`config.mk`:
```
export PLATFORM = sky130hd
export DESIGN_NAME = runtime_regs_wake_event
export DESIGN_NICKNAME = d
export VERILOG_FILES = /design/src/core/runtime_regs_pkg.sv /design/src/core/runtime_regs_wake_event.sv
export VERILOG_INCLUDE_DIRS = /design/src /design/src/core
export SDC_FILE = /design/constraint.sdc
export NUM_CORES = 1
export LEC_CHECK = 0
export BUFFER_PORTS_ARGS = -buffer_cell sky130_fd_sc_hd__buf_2
export CAP_MARGIN = 15
export CORE_MARGIN = 5
export CORE_UTILIZATION = 43
export CTS_CLUSTER_DIAMETER = 50
export DETAILED_ROUTE_END_ITERATION = 10
export SLEW_MARGIN = 25
export SYNTH_ARGS = -nofsm -noshare
export SYNTH_HDL_FRONTEND = slang
export SYNTH_SLANG_ARGS = --single-unit
```
`constraint.sdc`:
```
create_clock -name clk -period 13.7 [get_ports clk]
set_input_delay 2.74 -clock clk [delete_from_list [all_inputs] [get_ports clk]]
set_output_delay 2.74 -clock clk [all_outputs]
set_load 0.02 [all_outputs]
```
`src/core/runtime_regs_defines.svh`:
```
`ifndef RUNTIME_REGS_DEFINES_SVH
`define RUNTIME_REGS_DEFINES_SVH

// register indices: byte address is index times four
`define RT_IDX_WAKE_GSTS 7'h00
`define RT_IDX_WAKE_GEN 7'h02
`define RT_IDX_WAKE_SRC1 7'h04
`define RT_IDX_DEV_DISABLE 7'h22
`define RT_IDX_LOCK_SEL_CTL 7'h3e
`define RT_IDX_FAN_PIN_CFG 7'h4d
`define RT_IDX_GIO4 7'h4e
`define RT_IDX_GIO5 7'h4f
`define RT_IDX_GIO6 7'h50
`define RT_IDX_WDT_UNITS 7'h52
`define RT_IDX_WDT_COUNT 7'h53
`define RT_IDX_WDOG_CFG 7'h54
`define RT_IDX_WDOG_CTL 7'h55
`define RT_IDX_FAN_SPEED 7'h56
`define RT_IDX_FAN_CTRL 7'h58
`define RT_IDX_FAN_SENSE 7'h59
`define RT_IDX_FAN_PRELOAD 7'h5b
`define RT_IDX_LED_ONE 7'h5d
`define RT_IDX_LED_TWO 7'h5e
`define RT_IDX_SCAN_CODE 7'h5f
`define RT_IDX_PM_CTL1 7'h60
`define RT_IDX_PM_CTL2 7'h61
`define RT_IDX_IRQ_STS7 7'h64
`define RT_IDX_IRQ_EN7 7'h66
`define RT_IDX_WAKE_SRC7 7'h68
`define RT_IDX_WAKE_EN7 7'h6c
`define RT_IDX_RESET_CTL 7'h7f

// reset values
`define RT_RST_ZERO 8'h00
`define RT_RST_FAN_CTRL 8'h10
`define RT_RST_LED_TWO 8'h01
`define RT_RST_LOCK_SEL 8'h01

// field positions and masks
`define RT_BIT_WAKE 0
`define RT_BIT_DEVDIS_LOCK 1
`define RT_WDT_KEEP_MASK 8'h01
`define RT_WDT_RO_MASK 8'h02
`define RT_WDT_WO_MASK 8'h04
`define RT_LOCK_FIELD_MASK 8'h0c
`define RT_LOCK_FIELD_LSB 2
`define RT_LOCK_MODE 2'b01
`define RT_FAN_PIN_MASK 8'h08
`define RT_PP_ACT_BIT 0
`define RT_RST_BIT_MAIN 0
`define RT_RST_BIT_HARD 1
`define RT_RST_BIT_SOFT 2

`endif

```
`src/core/runtime_regs_pkg.sv`:
```
`default_nettype none
package runtime_regs_pkg;
    typedef logic [7:0] byte_t;
    typedef logic [6:0] reg_idx_t;
    typedef enum logic [1:0] {
        bus_idle,
        bus_answer
    } bus_state_e;
endpackage : runtime_regs_pkg
`default_nettype wire

```
`src/core/runtime_regs_wake_event.sv`:
```
`include "runtime_regs_defines.svh"
`default_nettype none
module runtime_regs_wake_event (
    // clock and standby power-on reset
    input wire logic clk,
    input wire logic rst,
    // avalon-mm slave
    input wire logic [8:0] avs_address,
    input wire logic avs_read,
    input wire logic avs_write,
    input wire logic [31:0] avs_writedata,
    input wire logic [3:0] avs_byteenable,
    output logic [31:0] avs_readdata,
    output logic avs_waitrequest,
    // wake sources, pins, asynchronous
    input wire logic kbc_port_line_a,
    input wire logic kbc_port_line_b,
    input wire logic serial_one_ring_indicate_n,
    input wire logic keyboard_wake_source,
    input wire logic mouse_wake_source,
    input wire logic specific_key_wake_source,
    input wire logic fan_speed_sense_input,
    input wire logic serial_two_ring_indicate_n,
    input wire logic [7:0] source_seven_events,
    // other pins
    input wire logic lock_select_pin,
    input wire logic printer_ack_n,
    input wire logic [7:0] fan_speed_sense_input_count_in,
    // outputs
    output logic wake_request_out_n,
    output logic parallel_irq_indication,
    output logic [7:0] watchdog_control_pulse
);
    import runtime_regs_pkg::*;

    ////////////////////////////////////////////////////////////////////////
    // input synchronisers
    logic [7:0] src1_s1, src1_s2, src1_d;
    logic [7:0] src7_s1, src7_s2, src7_d;
    logic lock_s1, lock_s2, ack_s1, ack_s2;
    logic [7:0] tach_s1, tach_s2;
    logic [7:0] src1_raw;
    assign src1_raw = {~serial_two_ring_indicate_n, fan_speed_sense_input, specific_key_wake_source,
        mouse_wake_source, keyboard_wake_source, ~serial_one_ring_indicate_n, kbc_port_line_b,
        kbc_port_line_a};

    always_ff @(posedge clk or posedge rst) begin
        if (rst) begin
            {src1_s1, src1_s2, src1_d} <= {3{`RT_RST_ZERO}};
            {src7_s1, src7_s2, src7_d} <= {3{`RT_RST_ZERO}};
            {lock_s1, lock_s2, ack_s1, ack_s2} <= 4'b0011;
            {tach_s1, tach_s2} <= {2{`RT_RST_ZERO}};
        end else begin
            {src1_s1, src1_s2, src1_d} <= {src1_raw, src1_s1, src1_s2};
            {src7_s1, src7_s2, src7_d} <= {source_seven_events, src7_s1, src7_s2};
            {lock_s1, lock_s2, ack_s1, ack_s2} <= {lock_select_pin, lock_s1, printer_ack_n, ack_s1};
            {tach_s1, tach_s2} <= {fan_speed_sense_input_count_in, tach_s1};
        end
    end

    logic [7:0] src1_evt, src7_evt;
    assign src1_evt = src1_s2 & ~src1_d;
    assign src7_evt = src7_s2 & ~src7_d;

    ////////////////////////////////////////////////////////////////////////
    // avalon slave: one wait cycle, answer on second edge
    bus_state_e bus_r;
    logic req, acc, wr_acc, rd_acc;
    reg_idx_t idx;
    byte_t wd;
    assign req = avs_read | avs_write;
    assign acc = req && bus_r == bus_answer;
    assign wr_acc = acc && avs_write && avs_byteenable[0];
    assign rd_acc = acc && avs_read;
    assign idx = avs_address[8:2];
    assign wd = avs_writedata[7:0];

    always_ff @(posedge clk or posedge rst) begin
        if (rst) begin
            bus_r <= bus_idle;
        end else begin
            unique case (bus_r)
                bus_idle: begin
                    if (req) begin
                        bus_r <= bus_answer;
                    end
                end
                bus_answer: begin
                    bus_r <= bus_idle;
                end
            endcase
        end
    end

    always_ff @(posedge clk or posedge rst) begin
        if (rst) begin
            avs_waitrequest <= 1'b1;
        end else begin
            avs_waitrequest <= !(req && bus_r == bus_idle);
        end
    end

    function automatic logic hit(input reg_idx_t a, input reg_idx_t b);
        hit = (a == b);
    endfunction : hit

    function automatic byte_t w1c(input byte_t cur, input byte_t evt, input byte_t clr);
        // set wins over clear
        w1c = (cur & ~clr) | evt;
    endfunction : w1c

    ////////////////////////////////////////////////////////////////////////
    // reset-control register: software-issued main, hard and soft resets
    logic main_rst_p, hard_rst_p, soft_rst_p, sys_rst_p;
    assign main_rst_p = wr_acc && hit(idx, `RT_IDX_RESET_CTL) && wd[`RT_RST_BIT_MAIN];
    assign hard_rst_p = wr_acc && hit(idx, `RT_IDX_RESET_CTL) && wd[`RT_RST_BIT_HARD];
    assign soft_rst_p = wr_acc && hit(idx, `RT_IDX_RESET_CTL) && wd[`RT_RST_BIT_SOFT];
    assign sys_rst_p = main_rst_p | hard_rst_p;

    ////////////////////////////////////////////////////////////////////////
    // wake flag, enable and source status
    logic wake_flag_r, wake_output_enable_r;
    byte_t src1_r, src7_r, en7_r;
    logic wake_cause;
    assign wake_cause = |src1_evt | |(src7_evt & en7_r);

    always_ff @(posedge clk or posedge rst) begin
        if (rst) begin
            wake_flag_r <= 1'b0;
        end else if (wake_cause) begin
            wake_flag_r <= 1'b1;
        end else if (wr_acc && hit(idx, `RT_IDX_WAKE_GSTS) && wd[`RT_BIT_WAKE]) begin
            wake_flag_r <= 1'b0;
        end
    end

    always_ff @(posedge clk or posedge rst) begin
        if (rst) begin
            wake_output_enable_r <= 1'b0;
        end else if (wr_acc && hit(idx, `RT_IDX_WAKE_GEN)) begin
            wake_output_enable_r <= wd[`RT_BIT_WAKE];
        end
    end

    always_ff @(posedge clk or posedge rst) begin
        if (rst) begin
            src1_r <= `RT_RST_ZERO;
            src7_r <= `RT_RST_ZERO;
        end else begin
            src1_r <= w1c(src1_r, src1_evt,
                (wr_acc && hit(idx, `RT_IDX_WAKE_SRC1)) ? wd : `RT_RST_ZERO);
            src7_r <= w1c(src7_r, src7_evt,
                (wr_acc && hit(idx, `RT_IDX_WAKE_SRC7)) ? wd : `RT_RST_ZERO);
        end
    end

    always_ff @(posedge clk or posedge rst) begin
        if (rst) begin
            wake_request_out_n <= 1'b1;
        end else begin
            // active only when flag and enable
            wake_request_out_n <= !(wake_flag_r && wake_output_enable_r);
        end
    end

    ////////////////////////////////////////////////////////////////////////
    // plain standby-domain registers
    byte_t gio4_r, gio5_r, gio6_r, fan_speed_r, fan_ctrl_r, preload_r, light_one_r, light_two_r;
    byte_t scan_r, pm1_r, pm2_r, irq_sts7_r, irq_en7_r, devdis_r, lock_ctl_r, fan_pin_r;
    logic devdis_ro;
    assign devdis_ro = (lock_ctl_r[`RT_LOCK_FIELD_LSB +: 2] == `RT_LOCK_MODE && lock_s2)
        || devdis_r[`RT_BIT_DEVDIS_LOCK];

    always_ff @(posedge clk or posedge rst) begin
        if (rst) begin
            {gio4_r, gio5_r, gio6_r, fan_speed_r, preload_r, light_one_r} <= {6{`RT_RST_ZERO}};
            {scan_r, pm1_r, pm2_r, irq_sts7_r, irq_en7_r, en7_r, devdis_r} <= {7{`RT_RST_ZERO}};
            fan_ctrl_r <= `RT_RST_FAN_CTRL;
            light_two_r <= `RT_RST_LED_TWO;
        end else if (wr_acc) begin
            unique case (idx)
                `RT_IDX_GIO4: gio4_r <= wd;
                `RT_IDX_GIO5: gio5_r <= wd;
                `RT_IDX_GIO6: gio6_r <= wd;
                `RT_IDX_FAN_SPEED: fan_speed_r <= wd;
                `RT_IDX_FAN_CTRL: fan_ctrl_r <= wd;
                `RT_IDX_FAN_PRELOAD: preload_r <= wd;
                `RT_IDX_LED_ONE: light_one_r <= wd;
                `RT_IDX_LED_TWO: light_two_r <= wd;
                `RT_IDX_SCAN_CODE: scan_r <= wd;
                `RT_IDX_PM_CTL1: pm1_r <= wd;
                `RT_IDX_PM_CTL2: pm2_r <= wd;
                `RT_IDX_IRQ_STS7: irq_sts7_r <= wd;
                `RT_IDX_IRQ_EN7: irq_en7_r <= wd;
                `RT_IDX_WAKE_EN7: en7_r <= wd;
                `RT_IDX_DEV_DISABLE: begin
                    if (!devdis_ro) begin
                        devdis_r <= wd;
                    end
                end
                default: begin
                end
            endcase
        end
    end

    // these fields also clear on main and hard reset
    always_ff @(posedge clk or posedge rst) begin
        if (rst) begin
            lock_ctl_r <= `RT_RST_LOCK_SEL;
            fan_pin_r <= `RT_RST_ZERO;
        end else if (sys_rst_p) begin
            lock_ctl_r <= lock_ctl_r & ~`RT_LOCK_FIELD_MASK;
            fan_pin_r <= fan_pin_r & ~`RT_FAN_PIN_MASK;
        end else if (wr_acc && hit(idx, `RT_IDX_LOCK_SEL_CTL)) begin
            lock_ctl_r <= wd;
        end else if (wr_acc && hit(idx, `RT_IDX_FAN_PIN_CFG)) begin
            fan_pin_r <= wd;
        end
    end

    ////////////////////////////////////////////////////////////////////////
    // watchdog registers, all resets except soft
    byte_t wdt_units_r, wdt_count_r, wdog_cfg_r, wdog_ctl_r;
    always_ff @(posedge clk or posedge rst) begin
        if (rst) begin
            wdt_units_r <= `RT_RST_ZERO;
            wdt_count_r <= `RT_RST_ZERO;
            wdog_cfg_r <= `RT_RST_ZERO;
            wdog_ctl_r <= `RT_RST_ZERO;
        end else if (sys_rst_p) begin
            wdt_units_r <= `RT_RST_ZERO;
            wdt_count_r <= `RT_RST_ZERO;
            wdog_cfg_r <= `RT_RST_ZERO;
            // bit zero kept over hard reset, main clears all
            wdog_ctl_r <= main_rst_p ? `RT_RST_ZERO : (wdog_ctl_r & `RT_WDT_KEEP_MASK);
        end else if (wr_acc) begin
            unique case (idx)
                `RT_IDX_WDT_UNITS: wdt_units_r <= wd;
                `RT_IDX_WDT_COUNT: wdt_count_r <= wd;
                `RT_IDX_WDOG_CFG: wdog_cfg_r <= wd;
                // read-only and write-only bits not stored
                `RT_IDX_WDOG_CTL: wdog_ctl_r <= (wdog_ctl_r & `RT_WDT_RO_MASK)
                    | (wd & ~(`RT_WDT_RO_MASK | `RT_WDT_WO_MASK));
                default: begin
                end
            endcase
        end
    end

    // write-only bits act as one-cycle pulses
    always_ff @(posedge clk or posedge rst) begin
        if (rst) begin
            watchdog_control_pulse <= `RT_RST_ZERO;
        end else begin
            watchdog_control_pulse <= (wr_acc && hit(idx, `RT_IDX_WDOG_CTL)) ? (wd & `RT_WDT_WO_MASK)
                : `RT_RST_ZERO;
        end
    end

    ////////////////////////////////////////////////////////////////////////
    // parallel irq indication
    always_ff @(posedge clk or posedge rst) begin
        if (rst) begin
            parallel_irq_indication <= 1'b1;
        end else begin
            // one when idle, else ack level
            parallel_irq_indication <= pm1_r[`RT_PP_ACT_BIT] ? ack_s2 : 1'b1;
        end
    end

    ////////////////////////////////////////////////////////////////////////
    // read mux
    byte_t rd_mux;
    always_comb begin
        rd_mux = `RT_RST_ZERO;
        unique case (idx)
            `RT_IDX_WAKE_GSTS: rd_mux = {7'h00, wake_flag_r};
            `RT_IDX_WAKE_GEN: rd_mux = {7'h00, wake_output_enable_r};
            `RT_IDX_WAKE_SRC1: rd_mux = src1_r;
            `RT_IDX_DEV_DISABLE: rd_mux = devdis_r;
            `RT_IDX_LOCK_SEL_CTL: rd_mux = lock_ctl_r;
            `RT_IDX_FAN_PIN_CFG: rd_mux = fan_pin_r;
            `RT_IDX_GIO4: rd_mux = gio4_r;
            `RT_IDX_GIO5: rd_mux = gio5_r;
            `RT_IDX_GIO6: rd_mux = gio6_r;
            `RT_IDX_WDT_UNITS: rd_mux = wdt_units_r;
            `RT_IDX_WDT_COUNT: rd_mux = wdt_count_r;
            `RT_IDX_WDOG_CFG: rd_mux = wdog_cfg_r;
            `RT_IDX_WDOG_CTL: rd_mux = wdog_ctl_r & ~`RT_WDT_WO_MASK;
            `RT_IDX_FAN_SPEED: rd_mux = fan_speed_r;
            `RT_IDX_FAN_CTRL: rd_mux = fan_ctrl_r;
            `RT_IDX_FAN_SENSE: rd_mux = tach_s2;
            `RT_IDX_FAN_PRELOAD: rd_mux = preload_r;
            `RT_IDX_LED_ONE: rd_mux = light_one_r;
            `RT_IDX_LED_TWO: rd_mux = light_two_r;
            `RT_IDX_SCAN_CODE: rd_mux = scan_r;
            `RT_IDX_PM_CTL1: rd_mux = pm1_r;
            `RT_IDX_PM_CTL2: rd_mux = pm2_r;
            `RT_IDX_IRQ_STS7: rd_mux = irq_sts7_r;
            `RT_IDX_IRQ_EN7: rd_mux = irq_en7_r;
            `RT_IDX_WAKE_SRC7: rd_mux = src7_r;
            `RT_IDX_WAKE_EN7: rd_mux = en7_r;
            default: rd_mux = `RT_RST_ZERO;
        endcase
    end

    always_ff @(posedge clk or posedge rst) begin
        if (rst) begin
            avs_readdata <= 32'h0000_0000;
        end else if (req && bus_r == bus_idle && avs_read) begin
            avs_readdata <= {24'h00_0000, rd_mux};
        end
    end
endmodule : runtime_regs_wake_event
`default_nettype wire

```
==> results.py, run 1 <==
metrics = {
    "status": {
        "status": "finished, final reports clean",
    },
    "hold_path": {
        "hp-start": "src1_s1[4]",
        "holdPathEnd": "src1_s2[4]",
        "min_path_cells": 0,
        "hold_path_class": "reg -> reg",
    },
    "power": {
        "switchingPower_uw": 441,
        "power.density_nw_per_um2": 138,
        "power_uw": 1840,
        "p_sw_share_pct": 23.9,
        "ir_drop_mv": 0.109,
        "seqPwrFrac_pct": 44.5,
        "clkPwrFrac_pct": 49.2,
        "leakagePower_uw": 0.00610,
        "comb_power_share_pct": 6.3,
        "p_int_uw": 1400,
    },
    "setup_path": {
        "end_kind": "flop",
        "worstSetupPathType": "in -> reg",
        "ff2ff_setup_slack_ns": 11.28,
        "reg2reg_depth": 7,
        "crit_required_ns": 14.09,
        "reg2reg_from": "bus_r[0]",
        "crit_path_start_kind": "primary input",
        "critPathMaxFanout": 46,
        "startpoint": "avs_address[5]",
        "r2r-end": "wdog_cfg_r[0]",
        "crit_arrival_ns": 5.55,
    },
    "timing": {
        "worst_pin_slew_ns": 1.02,
        "maxSlewViolCount": 0,
        "final.min_clock_period_ns": 5.16,
        "relSlewSlack_pct": 31.5,
        "setup_tns_ns": 0,
        "hold_ws_ns": 0.344,
        "setup_violations": 0,
        "fmax_mhz": 194,
        "rsz0062_at_grt": "false",
        "skew_ns": 0.00918,
        "hold_violations": 0,
        "min_period_over_period_pct": 37.6,
    },
    "synthesis": {
        "ys_seq_area_share_pct": 56.5,
        "synth_edf_count": 0,
        "postSynthCellCount": 976,
        "ys_warn_count": 0,
        "ys_types": 73,
        "avgSynthCellArea_um2": 12.0,
        "ys.flop_type": "dfrtp_1",
        "synth_seq_cells": 265,
        "async_flop_share_pct": 100,
        "syn_area_um2": 11700,
    },
    "global_route": {
        "grt_start_max_net_pins": 142,
        "overflow": 0,
        "grt_first_pass_wirelength_mm": 53.8,
        "antenna_found_initial": 1,
        "grt_pass1_vias": 8319,
        "grt.total_usage_pct": 23.1,
    },
    "floorplan": {
        "die_h_um": 175,
        "start_util_pct": 43.6,
        "rows": 60,
        "die_w_um": 175,
        "coreArea_um2": 27000,
        "dieArea_um2": 30700,
        "ios": 118,
    },
    "cts": {
        "cts.sinks": 265,
        "post_cts_resized": 0,
        "cts_root_buf": "clkbuf_16",
        "clk_path_buf_depth": 3,
        "cts_tree": "yes",
        "post_cts_buffers": 0,
        "clk_pin_slew_worst_paths_ns": 0.05,
        "clkLatencyLatePin_ns": 0.51,
        "holdBufCountCts": 0,
        "cts_buffers": 35,
        "h-tree-depth": 2,
    },
    "finish": {
        "mostFrequentLayoutCells": "257 x dfrtp_1, 142 x mux2_2, 83 x nand2_1",
        "finalNetCount": 1090,
        "drive_above_1_share_pct": 28.8,
        "syn_to_final_growth_pct": 13.6,
        "final_common_cell": "dfrtp_1",
        "fillers": 2423,
        "stdcell_count": 1381,
        "antenna-diode-count": 0,
    },
    "drt": {
        "avgRoutedWirePerCell_um": 25.6,
        "drt_iter0_markers": 975,
        "antenna_left": 0,
        "via_per_inst": 6.03,
        "dr.pass1.iters": 5,
        "wirelength_mm": 35.4,
        "drcViolationCount": 0,
        "vias": 8328,
    },
    "placed_design": {
        "io_buffers": 57,
        "gp_congestion": 0.926,
        "dp_cells": 1319,
        "dpl.hpwl_mm": 23.1,
    },
    "job": {
        "cap_violations": 0,
    },
}
[power by group through the flow]
stage	sequential (uW)	clock, uW	combinational [uW]
6_report	820	908	116
2_1_floorplan	832	0	79.9
5_1_grt	823	959	125
4_1_cts	820	924	115
3_3_place_gp	833	0	113
3_5_place_dp	834	0	114
[worst max-delay path, stage by stage]
cell	delay, ns
buf_2	0.08
buf_4	0.50
and2_1	0.66
nand2_1	0.38
nor3_2	0.75
mux2_2	0.41
[metal layers]
| metal | wire length [um] | vias up | global-route usage, % |
|---|---|---|---|
| li1 | - | 3578 | - |
| met1 | 15200 | 4265 | 33.0 |
| met2 | 15600 | 405 | 34.6 |
| met3 | 3540 | 80 | 6.46 |
| met4 | 1060 | 0 | 6.81 |
| met5 | 0 | - | 0 |
[final cells by class]
type | count | area [um^2] | area share [%]
Clock buffer | 46 | 978 | 7.34
Clock inverter | 16 | 189 | 1.42
Inverter | 8 | 42.5 | 0.319
Multi-Input combinational cell | 633 | 4660 | 34.9
Sequential cell | 265 | 6640 | 49.8
Tap cell | 341 | 427 | 3.20
Timing Repair Buffer | 72 | 402 | 3.01
[per-stage QoR]
stage	instance area [um^2]	utilization, %	setup WS, ns
after floorplan	11900	-	3.68
after global placement	12100	45.1	8.00
after detailed placement	12200	45.1	8.02
after CTS	13300	49.5	8.55
after global routing	13300	49.5	8.38
final	13300	49.5	8.54
[cell usage after synthesis (16+ instances only)]
| master | count | share of area (%) |
|---|---|---|
| dfrtp_1 | 257 | 55 |
| mux2_2 | 142 | 14 |
| nand2_1 | 83 | 2.7 |
| o21ai_0 | 42 | 1.8 |
| nand3_1 | 37 | 1.6 |
| a22oi_1 | 35 | 2.2 |
| buf_4 | 32 | 2.0 |
| clkbuf_1 | 31 | 0.99 |
| buf_2 | 29 | 1.2 |
| nor2_1 | 29 | 0.93 |
| nor2b_1 | 28 | 1.5 |
| a22o_1 | 18 | 1.3 |
| a21o_1 | 16 | 1.0 |
[kinds of logic after synthesis]
kind of cell / share of synthesized area (%)
AOI/OAI and AO/OA: 11.6
xor gates and xnor gates: 0.0746
buffers and inverters: 4.99
DFF: 56.5
muxes: 14.9
other: 0.0319
and+or+nand+nor: 11.9
[worst max path at each step]
stage	endpoint	slack, ns	cells past startpoint
2_1_floorplan	avs_readdata[0]	3.68	1
3_3_place_gp	fan_pin_r[0]	8.00	6
3_5_place_dp	fan_pin_r[4]	8.02	6
4_1_cts	fan_pin_r[1]	8.55	6
5_1_grt	fan_pin_r[4]	8.38	6
6_report	fan_pin_r[6]	8.54	6
Note: power is estimated with default switching activity, not from simulation.
==> run 2: changes to the inputs <==
- ABC_AREA: default -> 1
- clock period: 13.7 -> 4.3 ns (I/O delays scaled with it)
==> run 2 against run 1 <==
Against the previous run:
- setup slack lost 6.9 ns
- final cell count rose by 23%
- non-clock buffer count shrank 3
- design area down 3.2%
- critical path depth rose by 1
- clock power rose to 3.1 times the previous value
- die area is 3.1% lower
==> results.py, run 2 <==
metrics = {
    "setup_path": {
        "worst_path_max_delay_cell": "inv_1",
        "reg2reg_depth": 6,
        "crit_arrival_ns": 3.04,
        "crit_required_ns": 4.66,
        "worstSetupPathType": "in -> reg",
        "critPathMaxFanout": 33,
        "slowest_delay_ns": 0.75,
        "path_cells": "buf_2, inv_1, nand3_2, inv_1, nand3_1, nand2_1, o21ai_0",
        "crit_path_start_kind": "primary input",
        "startpoint": "avs_address[6]",
        "crit_top_cell": "inv_1",
        "reg2reg_from": "bus_r[0]",
        "end_kind": "flop",
        "crit_family": "buffers and inverters",
        "ff2ff_setup_slack_ns": 2.00,
        "path_buf_inv": 3,
        "r2r-end": "lock_ctl_r[2]",
    },
    "drt": {
        "vias": 8825,
        "avgRoutedWirePerCell_um": 16.8,
        "dr.pass1.iters": 5,
        "drt_iter0_markers": 795,
        "drcViolationCount": 0,
        "wirelength_mm": 28.7,
        "via_per_inst": 5.18,
        "antenna_left": 0,
    },
    "global_route": {
        "grt_pass1_vias": 8318,
        "overflow": 0,
        "antenna_found_initial": 0,
        "grt.total_usage_pct": 18.9,
        "grt_first_pass_wirelength_mm": 46.0,
        "grt_start_max_net_pins": 144,
    },
    "hold_path": {
        "min_path_cells": 0,
        "hp-start": "src7_s1[3]",
        "hold_path_class": "reg -> reg",
        "holdPathEnd": "src7_s2[3]",
    },
    "cts": {
        "cts.sinks": 265,
        "clkLatencyLatePin_ns": 0.51,
        "holdBufCountCts": 0,
        "clk_path_buf_depth": 3,
        "post_cts_buffers": 0,
        "post_cts_resized": 0,
        "h-tree-depth": 2,
        "cts_buffers": 35,
        "cts_root_buf": "clkbuf_16",
        "clk_pin_slew_worst_paths_ns": 0.06,
        "cts_tree": "yes",
    },
    "floorplan": {
        "die_w_um": 173,
        "start_util_pct": 43.6,
        "ios": 118,
        "rows": 59,
        "die_h_um": 173,
        "dieArea_um2": 29800,
        "coreArea_um2": 26100,
    },
    "placed_design": {
        "io_buffers": 57,
        "dpl.hpwl_mm": 19.1,
        "gp_congestion": 0.861,
    },
    "job": {
        "cap_violations": 0,
    },
    "timing": {
        "setup_tns_ns": 0,
        "rsz0062_at_grt": "false",
        "fmax_mhz": 374,
        "skew_ns": 0.0120,
        "hold_violations": 0,
        "setup_violations": 0,
        "final.min_clock_period_ns": 2.68,
        "maxSlewViolCount": 0,
        "worst_pin_slew_ns": 1.04,
        "min_period_over_period_pct": 62.3,
        "relSlewSlack_pct": 30.5,
    },
    "finish": {
        "finalNetCount": 1419,
        "mostFrequentLayoutCells": "396 x nand2_1, 257 x dfrtp_1, 160 x o21ai_0",
        "drive_above_1_share_pct": 12.3,
        "fillers": 2459,
        "final_core_util_pct": 49.6,
        "multi_input_area_um2": 4120,
        "antenna-diode-count": 0,
        "final_common_cell": "nand2_1",
        "syn_to_final_growth_pct": 13.6,
        "regArea_um2": 6640,
    },
    "power": {
        "leakagePower_uw": 0.00626,
        "ir_drop_mv": 0.321,
        "power.density_nw_per_um2": 441,
    },
    "synthesis": {
        "yosysMostFrequentCell": "nand2_1",
        "ys_seq_area_share_pct": 58.4,
        "synth_edf_count": 0,
        "postSynthCellCount": 1291,
        "yosysTopAreaCell": "dfrtp_1",
        "ys_types": 31,
        "synth.top_cells.by_count": "396 x nand2_1, 257 x dfrtp_1, 160 x o21ai_0",
        "avgSynthCellArea_um2": 8.80,
        "netlist.area_leader.share_pct": 56.6,
        "syn_area_um2": 11400,
        "ys.flop_type": "dfrtp_1",
        "ys_warn_count": 0,
        "async_flop_share_pct": 100,
        "synth_seq_cells": 265,
        "ys_top_cells_by_area": "dfrtp_1 57%, nand2_1 13%, o21ai_0 7.0%",
    },
    "status": {
        "status": "finished, final reports clean",
    },
}
[run 2: changes by cell type after synthesis, moves of 11 or more]
cell,previous run,this run
nor2b_1,28,0
nor2_1,29,104
buf_2,29,17
inv_1,8,54
nand3_1,37,149
nand2_1,83,396
mux2_2,142,0
o21ai_0,42,160
a21o_1,16,0
nor2_2,0,11
mux2i_1,15,0
a22o_1,18,0
a22oi_1,35,0
[run 2: per-stage QoR]
stage	cells	total power [uW]	hold slack, ns	instance area, um^2	setup WS (ns)
global placement	1642	2950	0.333	11800	1.12
CTS	1705	5760	0.332	12900	1.57
finish	1705	5700	0.331	12900	1.62
detailed placement	1642	2960	0.335	11800	1.05
global route	1705	5910	0.340	12900	1.31
floorplan	1321	2870	0.331	11500	-0.0510
[run 2: cell families after synthesis]
group,Yosys count,share of synthesized area (%)
simple gates,690,25.7
compound gates,198,9.44
other cells,1,0.0330
flops,265,58.4
buf+inv,137,6.39
[run 2: power by group]
| group | switching [uW] | internal (uW) |
|---|---|---|
| registers | 41.1 | 2580 |
| clock network | 1120 | 1660 |
| logic | 224 | 63.1 |
| total | 1390 | 4310 |
[run 2: worst max-delay path by stage]
stage | depth (start not counted) | slack [ns] | to
after floorplan | 1 | -0.05 | avs_readdata[0]
after global placement | 7 | 1.12 | en7_r[5]
after detailed placement | 6 | 1.05 | en7_r[4]
after CTS | 6 | 1.57 | en7_r[4]
after global routing | 6 | 1.31 | pm2_r[3]
final | 7 | 1.62 | en7_r[2]
[run 2: area by class of cell]
cell class                 instances  share of cell area (%)
clock inverter                    19                    1.37
tap                              335                    3.25
inverter                          54                    1.60
clock buffer                      44                    7.36
multi-input combinational        919                    31.9
sequential                       265                    51.4
timing repair buffer              69                    3.10
[run 2: worst register-to-register path: stages (launching register included)]
cell and delay, ns:
dfrtp_1 0.39, nand3_4 0.24, inv_1 0.54, buf_4 0.27
nand3_1 0.38, nand3_1 0.22, o21ai_0 0.10
[run 2: per-layer routing]
| metal | vias to the layer above | track usage [%] | wire (um) |
|---|---|---|---|
| met2 | 291 | 29.4 | 13100 |
| li1 | 4265 | - | - |
| met4 | 0 | 6.11 | 739 |
| met5 | - | 0 | 0 |
| met1 | 4218 | 27.1 | 13000 |
| met3 | 51 | 3.34 | 1840 |
